<file path="src/rtl/rotate_sub_skip_defs.svh">
`ifndef ROTATE_SUB_SKIP_DEFS_SVH
`define ROTATE_SUB_SKIP_DEFS_SVH
// Overview of operation
// - left rotate through carry to memory: bit 7 to carry, carry to bit 0
// - same nine-bit left rotation into accumulator; memory untouched, carry gets bit 7
// - plain right rotate of memory byte, bit 0 into bit 7, no flags change
// - plain right rotate into accumulator; memory and flags unchanged
// - right rotate through carry to memory: bit 0 to carry, carry to bit 7
// - nine-bit right rotation into accumulator; carry from bit 0; memory kept
// - subtract with borrow: acc + ~mem + carry, to acc or memory, all four flags
// - subtract: acc + ~operand + 1, operand memory or immediate, all four flags
// - decrement memory, write back, skip when result is zero, flags kept
// - decrement into accumulator, memory kept, skip when zero, flags kept
// - increment memory, write back, skip when result is zero, flags kept
// - increment into accumulator, memory kept, skip when zero, flags kept
// - a taken skip adds one dummy cycle: 2 cycles, otherwise 1 cycle
// - bit test skips next instruction when the selected memory bit is one
// - byte fill writes all ones to memory, flags kept
// - bit set forces only the selected memory bit high, flags kept
// - nibble exchange in memory in place, flags kept
// - nibble exchange into accumulator, memory kept

// register byte offsets
`define REG_CTRL 6'h00
`define REG_ACC 6'h04
`define REG_MEM 6'h08
`define REG_IMM 6'h0c
`define REG_FLAGS 6'h10
`define REG_STATE 6'h14

// control register fields
`define CTRL_OP_MSB 4
`define CTRL_OP_LSB 0
`define CTRL_BIT_MSB 10
`define CTRL_BIT_LSB 8

// flag register bit positions
`define FLAG_C 0
`define FLAG_AC 1
`define FLAG_Z 2
`define FLAG_OV 3

// state register fields
`define STATE_BUSY 0
`define STATE_SKIP 1
`define STATE_CYC_LSB 4
`define STATE_CYC_MSB 5

// reset values and constants
`define BYTE_ZERO 8'h00
`define BYTE_ONES 8'hff
`define WORD_ZERO 32'h0000_0000
`define CYC_PLAIN 2'h1
`define CYC_SKIPPED 2'h2
`define RESP_OKAY 2'h0
`define RESP_SLVERR 2'h2

// operation codes
`define OPC_LEFT_ROTATE_CY_MEM 5'h00
`define OPC_LEFT_ROTATE_CY_TO_ACC 5'h01
`define OPC_RIGHT_ROTATE_MEM 5'h02
`define OPC_RIGHT_ROTATE_TO_ACC 5'h03
`define OPC_RIGHT_ROTATE_CY_MEM 5'h04
`define OPC_RIGHT_ROTATE_CY_TO_ACC 5'h05
`define OPC_BORROW_SUBTRACT_TO_ACC 5'h06
`define OPC_BORROW_SUBTRACT_TO_MEM 5'h07
`define OPC_DIFFERENCE_MEM_TO_ACC 5'h08
`define OPC_DIFFERENCE_IMM_TO_ACC 5'h09
`define OPC_DIFFERENCE_TO_MEM 5'h0a
`define OPC_DECREMENT_SKIP_ON_NIL 5'h0b
`define OPC_DECREMENT_TO_ACC_SKIP 5'h0c
`define OPC_INCREMENT_SKIP_ON_NIL 5'h0d
`define OPC_INCREMENT_TO_ACC_SKIP 5'h0e
`define OPC_BIT_HIGH_SKIP 5'h0f
`define OPC_BYTE_FILL 5'h10
`define OPC_BIT_FORCE_HIGH 5'h11
`define OPC_NIBBLE_EXCHANGE_MEM 5'h12
`define OPC_NIBBLE_EXCHANGE_TO_ACC 5'h13

// one-hot state codes
`define ST_CODE_IDLE 3'b001
`define ST_CODE_EXEC 3'b010
`define ST_CODE_DUMMY 3'b100
`endif

</file>
<file path="src/rtl/rotate_sub_skip_pkg.sv">
`include "rotate_sub_skip_defs.svh"

package rotate_sub_skip_pkg;
	typedef enum logic [2:0] {
		ST_IDLE = `ST_CODE_IDLE,
		ST_EXEC = `ST_CODE_EXEC,
		ST_DUMMY = `ST_CODE_DUMMY
	} state_t;

	typedef enum logic [4:0] {
		OP_LEFT_ROTATE_CY_MEM = `OPC_LEFT_ROTATE_CY_MEM,
		OP_LEFT_ROTATE_CY_TO_ACC = `OPC_LEFT_ROTATE_CY_TO_ACC,
		OP_RIGHT_ROTATE_MEM = `OPC_RIGHT_ROTATE_MEM,
		OP_RIGHT_ROTATE_TO_ACC = `OPC_RIGHT_ROTATE_TO_ACC,
		OP_RIGHT_ROTATE_CY_MEM = `OPC_RIGHT_ROTATE_CY_MEM,
		OP_RIGHT_ROTATE_CY_TO_ACC = `OPC_RIGHT_ROTATE_CY_TO_ACC,
		OP_BORROW_SUBTRACT_TO_ACC = `OPC_BORROW_SUBTRACT_TO_ACC,
		OP_BORROW_SUBTRACT_TO_MEM = `OPC_BORROW_SUBTRACT_TO_MEM,
		OP_DIFFERENCE_MEM_TO_ACC = `OPC_DIFFERENCE_MEM_TO_ACC,
		OP_DIFFERENCE_IMM_TO_ACC = `OPC_DIFFERENCE_IMM_TO_ACC,
		OP_DIFFERENCE_TO_MEM = `OPC_DIFFERENCE_TO_MEM,
		OP_DECREMENT_SKIP_ON_NIL = `OPC_DECREMENT_SKIP_ON_NIL,
		OP_DECREMENT_TO_ACC_SKIP = `OPC_DECREMENT_TO_ACC_SKIP,
		OP_INCREMENT_SKIP_ON_NIL = `OPC_INCREMENT_SKIP_ON_NIL,
		OP_INCREMENT_TO_ACC_SKIP = `OPC_INCREMENT_TO_ACC_SKIP,
		OP_BIT_HIGH_SKIP = `OPC_BIT_HIGH_SKIP,
		OP_BYTE_FILL = `OPC_BYTE_FILL,
		OP_BIT_FORCE_HIGH = `OPC_BIT_FORCE_HIGH,
		OP_NIBBLE_EXCHANGE_MEM = `OPC_NIBBLE_EXCHANGE_MEM,
		OP_NIBBLE_EXCHANGE_TO_ACC = `OPC_NIBBLE_EXCHANGE_TO_ACC
	} op_t;
endpackage

</file>
<file path="src/rtl/complement_adder.sv">
// a + ~b + cin with carry, half carry and signed range flags
module complement_adder #(
	parameter int WIDTH = 8
) (
	input wire logic [WIDTH-1:0] a,
	input wire logic [WIDTH-1:0] b,
	input wire logic cin,
	output logic [WIDTH-1:0] sum,
	output logic cout,
	output logic half_cout,
	output logic range_out
);
	logic [WIDTH:0] full;
	logic [4:0] low;
	logic [WIDTH-1:0] top;

	always_comb begin
		full = {1'b0, a} + {1'b0, ~b} + {{WIDTH{1'b0}}, cin};
		low = {1'b0, a[3:0]} + {1'b0, ~b[3:0]} + {4'h0, cin};
		top = {1'b0, a[WIDTH-2:0]} + {1'b0, ~b[WIDTH-2:0]} + {{(WIDTH-1){1'b0}}, cin};
		sum = full[WIDTH-1:0];
		// no borrow leaves carry set
		cout = full[WIDTH];
		half_cout = low[4];
		range_out = full[WIDTH] ^ top[WIDTH-1];
	end
endmodule

</file>
<file path="src/rtl/byte_reshaper.sv">
`include "rotate_sub_skip_defs.svh"

// rotates, steps, fills, bit set/test and nibble exchange of one byte
module byte_reshaper
	import rotate_sub_skip_pkg::*;
(
	input wire op_t op,
	input wire logic [7:0] din,
	input wire logic cin,
	input wire logic [2:0] bit_sel,
	output logic [7:0] dout,
	output logic cout,
	output logic bit_val
);
	always_comb begin
		dout = din;
		cout = cin;
		bit_val = din[bit_sel];
		case (op)
			OP_LEFT_ROTATE_CY_MEM, OP_LEFT_ROTATE_CY_TO_ACC: begin
				dout = {din[6:0], cin};
				cout = din[7];
			end
			OP_RIGHT_ROTATE_MEM, OP_RIGHT_ROTATE_TO_ACC: begin
				dout = {din[0], din[7:1]};
			end
			OP_RIGHT_ROTATE_CY_MEM, OP_RIGHT_ROTATE_CY_TO_ACC: begin
				dout = {cin, din[7:1]};
				cout = din[0];
			end
			OP_DECREMENT_SKIP_ON_NIL, OP_DECREMENT_TO_ACC_SKIP: begin
				dout = din - 8'h01;
			end
			OP_INCREMENT_SKIP_ON_NIL, OP_INCREMENT_TO_ACC_SKIP: begin
				dout = din + 8'h01;
			end
			OP_BYTE_FILL: begin
				dout = `BYTE_ONES;
			end
			OP_BIT_FORCE_HIGH: begin
				dout = din | (8'h01 << bit_sel);
			end
			OP_NIBBLE_EXCHANGE_MEM, OP_NIBBLE_EXCHANGE_TO_ACC: begin
				dout = {din[3:0], din[7:4]};
			end
			default: begin
				dout = din;
			end
		endcase
	end
endmodule

</file>
<file path="src/rtl/rotate_sub_skip_alu.sv">
`include "rotate_sub_skip_defs.svh"

module rotate_sub_skip_alu
	import rotate_sub_skip_pkg::*;
#(
	parameter int ADDR_W = 6
) (
	// clock and reset
	input wire logic CLK_SYS,
	input wire logic RST,
	// write address channel
	input wire logic [ADDR_W-1:0] AWADDR,
	input wire logic AWVALID,
	output logic AWREADY,
	// write data channel
	input wire logic [31:0] WDATA,
	input wire logic [3:0] WSTRB,
	input wire logic WVALID,
	output logic WREADY,
	// write response channel
	output logic [1:0] BRESP,
	output logic BVALID,
	input wire logic BREADY,
	// read address channel
	input wire logic [ADDR_W-1:0] ARADDR,
	input wire logic ARVALID,
	output logic ARREADY,
	// read data channel
	output logic [31:0] RDATA,
	output logic [1:0] RRESP,
	output logic RVALID,
	input wire logic RREADY
);
	// bus side state
	logic aw_held_reg;
	logic [ADDR_W-1:0] aw_addr_reg;
	logic w_held_reg;
	logic [31:0] w_data_reg;
	logic [3:0] w_strb_reg;
	logic awready_reg;
	logic wready_reg;
	logic bvalid_reg;
	logic [1:0] bresp_reg;
	logic arready_reg;
	logic rvalid_reg;
	logic [31:0] rdata_reg;
	logic [1:0] rresp_reg;
	logic do_write;
	logic wr_hit;
	logic rd_hit;
	logic [31:0] rd_word;

	// datapath state
	state_t state_reg;
	state_t state_next;
	op_t op_reg;
	logic [2:0] bit_sel_reg;
	logic [7:0] acc_reg;
	logic [7:0] mem_reg;
	logic [7:0] imm_reg;
	logic c_reg;
	logic ac_reg;
	logic z_reg;
	logic ov_reg;
	logic skip_reg;
	logic [1:0] cycles_reg;

	// decoded result of the current operation
	logic [7:0] result;
	logic to_acc;
	logic to_mem;
	logic c_next;
	logic arith;
	logic skip;
	logic [7:0] sub_b;
	logic sub_cin;
	logic [7:0] sub_sum;
	logic sub_c;
	logic sub_ac;
	logic sub_ov;
	logic [7:0] shape_res;
	logic shape_c;
	logic bit_val;
	logic busy;
	logic exec;
	logic start;

	assign AWREADY = awready_reg;
	assign WREADY = wready_reg;
	assign BVALID = bvalid_reg;
	assign BRESP = bresp_reg;
	assign ARREADY = arready_reg;
	assign RVALID = rvalid_reg;
	assign RDATA = rdata_reg;
	assign RRESP = rresp_reg;

	assign busy = (state_reg != ST_IDLE);
	assign exec = (state_reg == ST_EXEC);
	assign do_write = aw_held_reg && w_held_reg && !bvalid_reg;

	function automatic logic addr_is(input logic [ADDR_W-1:0] addr, input logic [5:0] off);
		addr_is = ({addr[5:2], 2'h0} == off) && ((addr >> 6) == '0);
	endfunction

	always_comb begin
		wr_hit = addr_is(aw_addr_reg, `REG_CTRL) || addr_is(aw_addr_reg, `REG_ACC) ||
			addr_is(aw_addr_reg, `REG_MEM) || addr_is(aw_addr_reg, `REG_IMM) ||
			addr_is(aw_addr_reg, `REG_FLAGS);
		rd_hit = wr_hit;
		rd_word = `WORD_ZERO;
		rd_hit = 1'b1;
		if (addr_is(ARADDR, `REG_CTRL)) begin
			rd_word[`CTRL_OP_MSB:`CTRL_OP_LSB] = op_reg;
			rd_word[`CTRL_BIT_MSB:`CTRL_BIT_LSB] = bit_sel_reg;
		end else if (addr_is(ARADDR, `REG_ACC)) begin
			rd_word[7:0] = acc_reg;
		end else if (addr_is(ARADDR, `REG_MEM)) begin
			rd_word[7:0] = mem_reg;
		end else if (addr_is(ARADDR, `REG_IMM)) begin
			rd_word[7:0] = imm_reg;
		end else if (addr_is(ARADDR, `REG_FLAGS)) begin
			rd_word[`FLAG_C] = c_reg;
			rd_word[`FLAG_AC] = ac_reg;
			rd_word[`FLAG_Z] = z_reg;
			rd_word[`FLAG_OV] = ov_reg;
		end else if (addr_is(ARADDR, `REG_STATE)) begin
			rd_word[`STATE_BUSY] = busy;
			rd_word[`STATE_SKIP] = skip_reg;
			rd_word[`STATE_CYC_MSB:`STATE_CYC_LSB] = cycles_reg;
		end else begin
			rd_hit = 1'b0;
		end
	end

	// write address and data are taken in either order
	always_ff @(posedge CLK_SYS) begin
		if (RST) begin
			aw_held_reg <= 1'b0;
			aw_addr_reg <= '0;
			awready_reg <= 1'b1;
		end else if (AWVALID && awready_reg) begin
			aw_held_reg <= 1'b1;
			aw_addr_reg <= AWADDR;
			awready_reg <= 1'b0;
		end else if (do_write) begin
			aw_held_reg <= 1'b0;
		end else if (bvalid_reg && BREADY) begin
			awready_reg <= 1'b1;
		end
	end

	always_ff @(posedge CLK_SYS) begin
		if (RST) begin
			w_held_reg <= 1'b0;
			w_data_reg <= `WORD_ZERO;
			w_strb_reg <= 4'h0;
			wready_reg <= 1'b1;
		end else if (WVALID && wready_reg) begin
			w_held_reg <= 1'b1;
			w_data_reg <= WDATA;
			w_strb_reg <= WSTRB;
			wready_reg <= 1'b0;
		end else if (do_write) begin
			w_held_reg <= 1'b0;
		end else if (bvalid_reg && BREADY) begin
			wready_reg <= 1'b1;
		end
	end

	// write response, error on an unmapped address
	always_ff @(posedge CLK_SYS) begin
		if (RST) begin
			bvalid_reg <= 1'b0;
			bresp_reg <= `RESP_OKAY;
		end else if (do_write) begin
			bvalid_reg <= 1'b1;
			bresp_reg <= wr_hit ? `RESP_OKAY : `RESP_SLVERR;
		end else if (bvalid_reg && BREADY) begin
			bvalid_reg <= 1'b0;
		end
	end

	// read channel answers one cycle after the address is taken
	always_ff @(posedge CLK_SYS) begin
		if (RST) begin
			arready_reg <= 1'b1;
			rvalid_reg <= 1'b0;
			rdata_reg <= `WORD_ZERO;
			rresp_reg <= `RESP_OKAY;
		end else if (ARVALID && arready_reg) begin
			arready_reg <= 1'b0;
			rvalid_reg <= 1'b1;
			rdata_reg <= rd_word;
			rresp_reg <= rd_hit ? `RESP_OKAY : `RESP_SLVERR;
		end else if (rvalid_reg && RREADY) begin
			rvalid_reg <= 1'b0;
			arready_reg <= 1'b1;
		end
	end

	// a control write starts one operation; ignored while one runs
	assign start = do_write && w_strb_reg[0] && addr_is(aw_addr_reg, `REG_CTRL) && !busy;

	always_ff @(posedge CLK_SYS) begin
		if (RST) begin
			op_reg <= OP_LEFT_ROTATE_CY_MEM;
			bit_sel_reg <= 3'h0;
		end else if (start) begin
			op_reg <= op_t'(w_data_reg[`CTRL_OP_MSB:`CTRL_OP_LSB]);
			bit_sel_reg <= w_data_reg[`CTRL_BIT_MSB:`CTRL_BIT_LSB];
		end
	end

	byte_reshaper u_shape (
		.op(op_reg),
		.din(mem_reg),
		.cin(c_reg),
		.bit_sel(bit_sel_reg),
		.dout(shape_res),
		.cout(shape_c),
		.bit_val(bit_val)
	);

	always_comb begin
		sub_b = (op_reg == OP_DIFFERENCE_IMM_TO_ACC) ? imm_reg : mem_reg;
		sub_cin = c_reg;
		if (op_reg != OP_BORROW_SUBTRACT_TO_ACC && op_reg != OP_BORROW_SUBTRACT_TO_MEM) begin
			sub_cin = 1'b1;
		end
	end

	complement_adder #(
		.WIDTH(8)
	) u_sub (
		.a(acc_reg),
		.b(sub_b),
		.cin(sub_cin),
		.sum(sub_sum),
		.cout(sub_c),
		.half_cout(sub_ac),
		.range_out(sub_ov)
	);

	// destination, flag and skip decode
	always_comb begin
		result = shape_res;
		to_acc = 1'b0;
		to_mem = 1'b0;
		c_next = c_reg;
		arith = 1'b0;
		skip = 1'b0;
		case (op_reg)
			OP_LEFT_ROTATE_CY_MEM, OP_RIGHT_ROTATE_CY_MEM: begin
				to_mem = 1'b1;
				c_next = shape_c;
			end
			OP_LEFT_ROTATE_CY_TO_ACC, OP_RIGHT_ROTATE_CY_TO_ACC: begin
				to_acc = 1'b1;
				c_next = shape_c;
			end
			OP_RIGHT_ROTATE_MEM, OP_BYTE_FILL, OP_BIT_FORCE_HIGH, OP_NIBBLE_EXCHANGE_MEM: begin
				to_mem = 1'b1;
			end
			OP_RIGHT_ROTATE_TO_ACC, OP_NIBBLE_EXCHANGE_TO_ACC: begin
				to_acc = 1'b1;
			end
			OP_BORROW_SUBTRACT_TO_ACC, OP_DIFFERENCE_MEM_TO_ACC, OP_DIFFERENCE_IMM_TO_ACC: begin
				result = sub_sum;
				to_acc = 1'b1;
				arith = 1'b1;
				c_next = sub_c;
			end
			OP_BORROW_SUBTRACT_TO_MEM, OP_DIFFERENCE_TO_MEM: begin
				result = sub_sum;
				to_mem = 1'b1;
				arith = 1'b1;
				c_next = sub_c;
			end
			OP_DECREMENT_SKIP_ON_NIL, OP_INCREMENT_SKIP_ON_NIL: begin
				to_mem = 1'b1;
				skip = (shape_res == `BYTE_ZERO);
			end
			OP_DECREMENT_TO_ACC_SKIP, OP_INCREMENT_TO_ACC_SKIP: begin
				to_acc = 1'b1;
				skip = (shape_res == `BYTE_ZERO);
			end
			OP_BIT_HIGH_SKIP: begin
				skip = bit_val;
			end
			default: begin
				result = shape_res;
			end
		endcase
	end

	// operation sequence: execute, then a dummy cycle when skipping
	always_comb begin
		case (state_reg)
			ST_IDLE: state_next = start ? ST_EXEC : ST_IDLE;
			ST_EXEC: state_next = skip ? ST_DUMMY : ST_IDLE;
			ST_DUMMY: state_next = ST_IDLE;
			default: state_next = ST_IDLE;
		endcase
	end

	always_ff @(posedge CLK_SYS) begin
		if (RST) begin
			state_reg <= ST_IDLE;
		end else begin
			state_reg <= state_next;
		end
	end

	always_ff @(posedge CLK_SYS) begin
		if (RST) begin
			skip_reg <= 1'b0;
			cycles_reg <= 2'h0;
		end else if (exec) begin
			skip_reg <= skip;
			cycles_reg <= skip ? `CYC_SKIPPED : `CYC_PLAIN;
		end
	end

	always_ff @(posedge CLK_SYS) begin
		if (RST) begin
			acc_reg <= `BYTE_ZERO;
		end else if (exec && to_acc) begin
			acc_reg <= result;
		end else if (start == 1'b0 && do_write && !busy && w_strb_reg[0] &&
				addr_is(aw_addr_reg, `REG_ACC)) begin
			acc_reg <= w_data_reg[7:0];
		end
	end

	always_ff @(posedge CLK_SYS) begin
		if (RST) begin
			mem_reg <= `BYTE_ZERO;
		end else if (exec && to_mem) begin
			mem_reg <= result;
		end else if (do_write && !busy && w_strb_reg[0] && addr_is(aw_addr_reg, `REG_MEM)) begin
			mem_reg <= w_data_reg[7:0];
		end
	end

	always_ff @(posedge CLK_SYS) begin
		if (RST) begin
			imm_reg <= `BYTE_ZERO;
		end else if (do_write && !busy && w_strb_reg[0] && addr_is(aw_addr_reg, `REG_IMM)) begin
			imm_reg <= w_data_reg[7:0];
		end
	end

	// only subtracts touch range, zero and half carry; carry as decoded
	always_ff @(posedge CLK_SYS) begin
		if (RST) begin
			c_reg <= 1'b0;
			ac_reg <= 1'b0;
			z_reg <= 1'b0;
			ov_reg <= 1'b0;
		end else if (exec) begin
			c_reg <= c_next;
			if (arith) begin
				ac_reg <= sub_ac;
				z_reg <= (sub_sum == `BYTE_ZERO);
				ov_reg <= sub_ov;
			end
		end else if (do_write && !busy && w_strb_reg[0] && addr_is(aw_addr_reg, `REG_FLAGS)) begin
			c_reg <= w_data_reg[`FLAG_C];
			ac_reg <= w_data_reg[`FLAG_AC];
			z_reg <= w_data_reg[`FLAG_Z];
			ov_reg <= w_data_reg[`FLAG_OV];
		end
	end
endmodule

</file>
<file path="config.mk">
export PLATFORM = sky130hd
export DESIGN_NAME = rotate_sub_skip_alu
export DESIGN_NICKNAME = d
export VERILOG_FILES = /design/src/rtl/rotate_sub_skip_pkg.sv /design/src/rtl/complement_adder.sv /design/src/rtl/byte_reshaper.sv /design/src/rtl/rotate_sub_skip_alu.sv
export VERILOG_INCLUDE_DIRS = /design/src /design/src/rtl
export SDC_FILE = /design/constraint.sdc
export NUM_CORES = 1
export LEC_CHECK = 0
export BUFFER_PORTS_ARGS = -buffer_cell sky130_fd_sc_hd__buf_2
export CAP_MARGIN = 25
export CORE_ASPECT_RATIO = 1.4
export CORE_MARGIN = 3
export CORE_UTILIZATION = 35
export CTS_BUF_LIST = sky130_fd_sc_hd__clkbuf_4 sky130_fd_sc_hd__clkbuf_8
export DETAILED_ROUTE_END_ITERATION = 10
export GPL_TIMING_DRIVEN = 0
export PLACE_DENSITY = 0.66
export SLEW_MARGIN = 10
export SYNTH_ARGS = -nofsm -noshare
export SYNTH_HDL_FRONTEND = slang
export SYNTH_SLANG_ARGS = --single-unit
export TNS_END_PERCENT = 30
</file>
<file path="constraint.sdc">
create_clock -name CLK_SYS -period 4.4 [get_ports CLK_SYS]
set_input_delay 0.44 -clock CLK_SYS [delete_from_list [all_inputs] [get_ports CLK_SYS]]
set_output_delay 0.44 -clock CLK_SYS [all_outputs]
set_load 0.05 [all_outputs]
</file>
==> flow_summary.toml <==
[outcome]
status = "finished clean"

[placement]
placed_area_sq_um = 5650
pre_cts_ws_ns = 0.238
io_buffer_count = 42
dp_hpwl_um = 12900
globalplace.congestion = 0.977

[sta]
fmax_ghz = 0.244
period_share_pct = 93.1
setup_slack_ns = 0.303
tns_ns = 0
hold_violations = 0
min_period_ns = 4.10
setup_viol = 0
slew_viol_final = 0
worstMarginPinSlew_ns = 0.950
rsz0062_at_grt = "no"
fin_skew_ns = 0.0101
timing.slew.headroom_pct = 36.1

[critical_path]
start_kind = "flip-flop"
crit_buf_inv = 3
crit_chain = "buf_2 -> clkbuf_1 -> nor2_1 -> nand2_1 -> nor3_2 -> mux2_2 -> fa_1 -> inv_1 -> fa_1 -> or4b_2 -> nor4_1 -> nand3_1 -> a211oi_1"
r2r-start = "op_reg[4]$_SDFFE_PP0P_"
cp-end-kind = "flip-flop"
reg2reg_depth = 13
regToRegSetupSlack_ns = 0.30
crit_type = "reg -> reg"
crit_family = "simple AND/OR/NAND/NOR gates"
worst_path_max_delay_cell = "or4b_2"
path_max_fanout = 10
arrival_ns = 4.38
r2r-end = "z_reg$_SDFFE_PP0P_"
max_stage_delay_ns = 0.67
crit_top_cell = "fa_1"
required_ns = 4.69

[global_route]
grtUsageTotal_pct = 20.8
antenna_found_initial = 0
grt_util_met3_pct = 2.94
grt_max_degree = 15
grt_pass1_vias = 4880
grt_pass1_wl_um = 26000
grtUsageMet1_pct = 23.7
use_met2_pct = 35.9
grt-busiest-layer = "met2"
grt-ovfl-total = 0

[logic_synthesis]
yosys_warnings = 0
synth_edf_count = 0
syn_avg_cell_area_sq_um = 7.61
postSynthCellCount = 673
synth_area_sq_um = 5120
async_flop_share_pct = 0
yosysUniqueCellTypes = 74
ys.flop_type = "dfxtp_1"
ys_seq_elements = 77
synth.yosys.seq_area_share_pct = 30.1

[route]
post-route-drc-count = 0
drt-initial-drc-count = 530
ant_nets = 0
viasPerCell = 5.56
first_pass_iters = 6
wl_per_cell_um = 17.9
vias = 5212
routed_wl_um = 16700

[cts]
path_clk_slew_ns = 0.09
clk_latency_ns = 0.37
cts_root_buffer = "clkbuf_8"
clock_path_buffers = 2
cts.sinks = 77
cts_tree = "yes"
htreeDepth = 3
cts_made_buffers = 9
cts_setup_buffers = 0

[die]
dieArea_sq_um = 16100
pin_count = 96
std_cell_rows = 51
core_sq_um = 14100
start_util_pct = 36.3
die-width_um = 108
fp.dieH_um = 149

[layout]
post-route-cell-area_sq_um = 5880
areaGrowthSynthToFinish_pct = 14.7
drive_gt1_share_pct = 16.2
antenna_cells = 0
nets = 813

[worst_hold_path]
whs_path_depth = 3
hp-class = "in -> reg"
worstHoldEndpoint = "w_data_reg[7]$_SDFFE_PP0P_"
hp-start = "WDATA[7]"

[power]
p_per_area_nw_per_um2 = 259
p_total_mw = 1.52
ir_drop_v = 0.000196
p_leak_nw = 2.27

[flow_run]
drv_cap = 0
-- cell usage after synthesis, types with 8 or more instances --
cell      number  area, sq um
buf_4         24          180
nor2b_1        8         50.1
inv_1         17         63.8
a211oi_1      22          165
a31oi_1        8         50.1
mux2i_1       28          280
clkbuf_1      33          124
a21o_1        10         75.1
ha_1           8          100
buf_2          8         40.0
dfxtp_1       77         1540
mux2_2         9          101
o21ai_0       22          110
nand3_1       24          120
a21oi_1       68          340
nor2_1        58          218
nand2_1      101          379
a22oi_1        8         60.1
nor3_1        18         90.1
-- where the power goes --
| group | switching (mW) | leakage (nW) | internal (mW) | total (mW) |
|---|---|---|---|---|
| clock network | 0.291 | 0.107 | 0.322 | 0.613 |
| registers | 0.0191 | 0.625 | 0.713 | 0.732 |
| logic | 0.128 | 1.54 | 0.0491 | 0.177 |
| total | 0.437 | 2.27 | 1.08 | 1.52 |
-- worst max path at each step --
stage | from | endpoint | slack (ns) | depth (start not counted)
2_1_floorplan | op_reg[1]$_SDFFE_PP0P_ | z_reg$_SDFFE_PP0P_ | 0.78 | 12
3_3_place_gp | op_reg[4]$_SDFFE_PP0P_ | acc_reg[7]$_SDFFE_PP0P_ | 0.22 | 16
3_5_place_dp | op_reg[4]$_SDFFE_PP0P_ | mem_reg[7]$_SDFFE_PP0P_ | 0.24 | 16
4_1_cts | op_reg[4]$_SDFFE_PP0P_ | mem_reg[7]$_SDFFE_PP0P_ | 0.15 | 16
5_1_grt | op_reg[4]$_SDFFE_PP0P_ | z_reg$_SDFFE_PP0P_ | 0.10 | 13
6_report | op_reg[4]$_SDFFE_PP0P_ | z_reg$_SDFFE_PP0P_ | 0.30 | 13
-- layout make-up --
type	count	area, sq um
inverters	19	71.3
flip-flops and latches	77	1540
multi-input cells	526	3220
clock inverters	6	93.8
plain buffers	73	383
repair buffers	42	210
fillers	1442	8220
clock buffers	9	124
well taps	185	231
-- layout by cell type (no fill, tap or decap), drive strengths merged, types with 5 or more instances in the layout --
master	instances
nor4	8
a21o	10
nor2	60
mux2i	28
nand2	101
conb	23
clkbuf	42
buf	82
o21ai	23
nand3	24
inv	22
xnor2	6
dfxtp	77
mux2	9
a31oi	8
a21oi	68
a211oi	22
xor2	5
nor2b	8
and2	6
a22oi	8
nor3	18
ha	8
-- worst register-to-register path: stages, from the launching register on --
cell      delay, ns
dfxtp_1        0.30
buf_2          0.16
clkbuf_1       0.26
nor2_1         0.24
nand2_1        0.16
nor3_2         0.19
mux2_2         0.37
fa_1           0.42
inv_1          0.08
fa_1           0.42
or4b_2         0.67
nor4_1         0.36
nand3_1        0.12
a211oi_1       0.26
-- routing by layer --
layer  vias to the layer above  part of all wire, %
met3                        75                  6.2
met1                      2379                   38
met4                         0                  6.5
met2                       245                   49
li1                       2513                    -
met5                         -                    0
-- what timing repair did --
action | 4_1_cts | 5_1_grt
setup endpoints to repair | 0 | 4
gates resized for setup | 0 | 4
hold endpoints to repair | 0 | 0
hold buffers | 0 | 0
-- through the flow --
stage | std cells | utilization, % | hold WS (ns)
finish | 937 | 41.7 | 0.297
detailed placement | 922 | 40.0 | 0.449
global placement | 922 | 40.0 | 0.444
floorplan | 695 | - | 0.436
CTS | 937 | 41.6 | 0.285
global route | 937 | 41.7 | 0.290
-- kinds of logic (layout without fill, tap and decap cells) --
family | Yosys count | count (layout) | synth area share (%)
XOR/XNOR | 11 | 11 | 2.03
AO/OA/AOI/OAI | 185 | 185 | 23.7
buffers and inverters | 92 | 149 | 8.84
AND/OR/NAND/NOR | 257 | 257 | 23.8
multiplexers | 40 | 40 | 8.77
other | 1 | 23 | 0.0732
flip-flops | 77 | 77 | 30.1
adder cells (fa/ha/maj) | 10 | 10 | 2.74
Power figures use the tool's default switching activity.
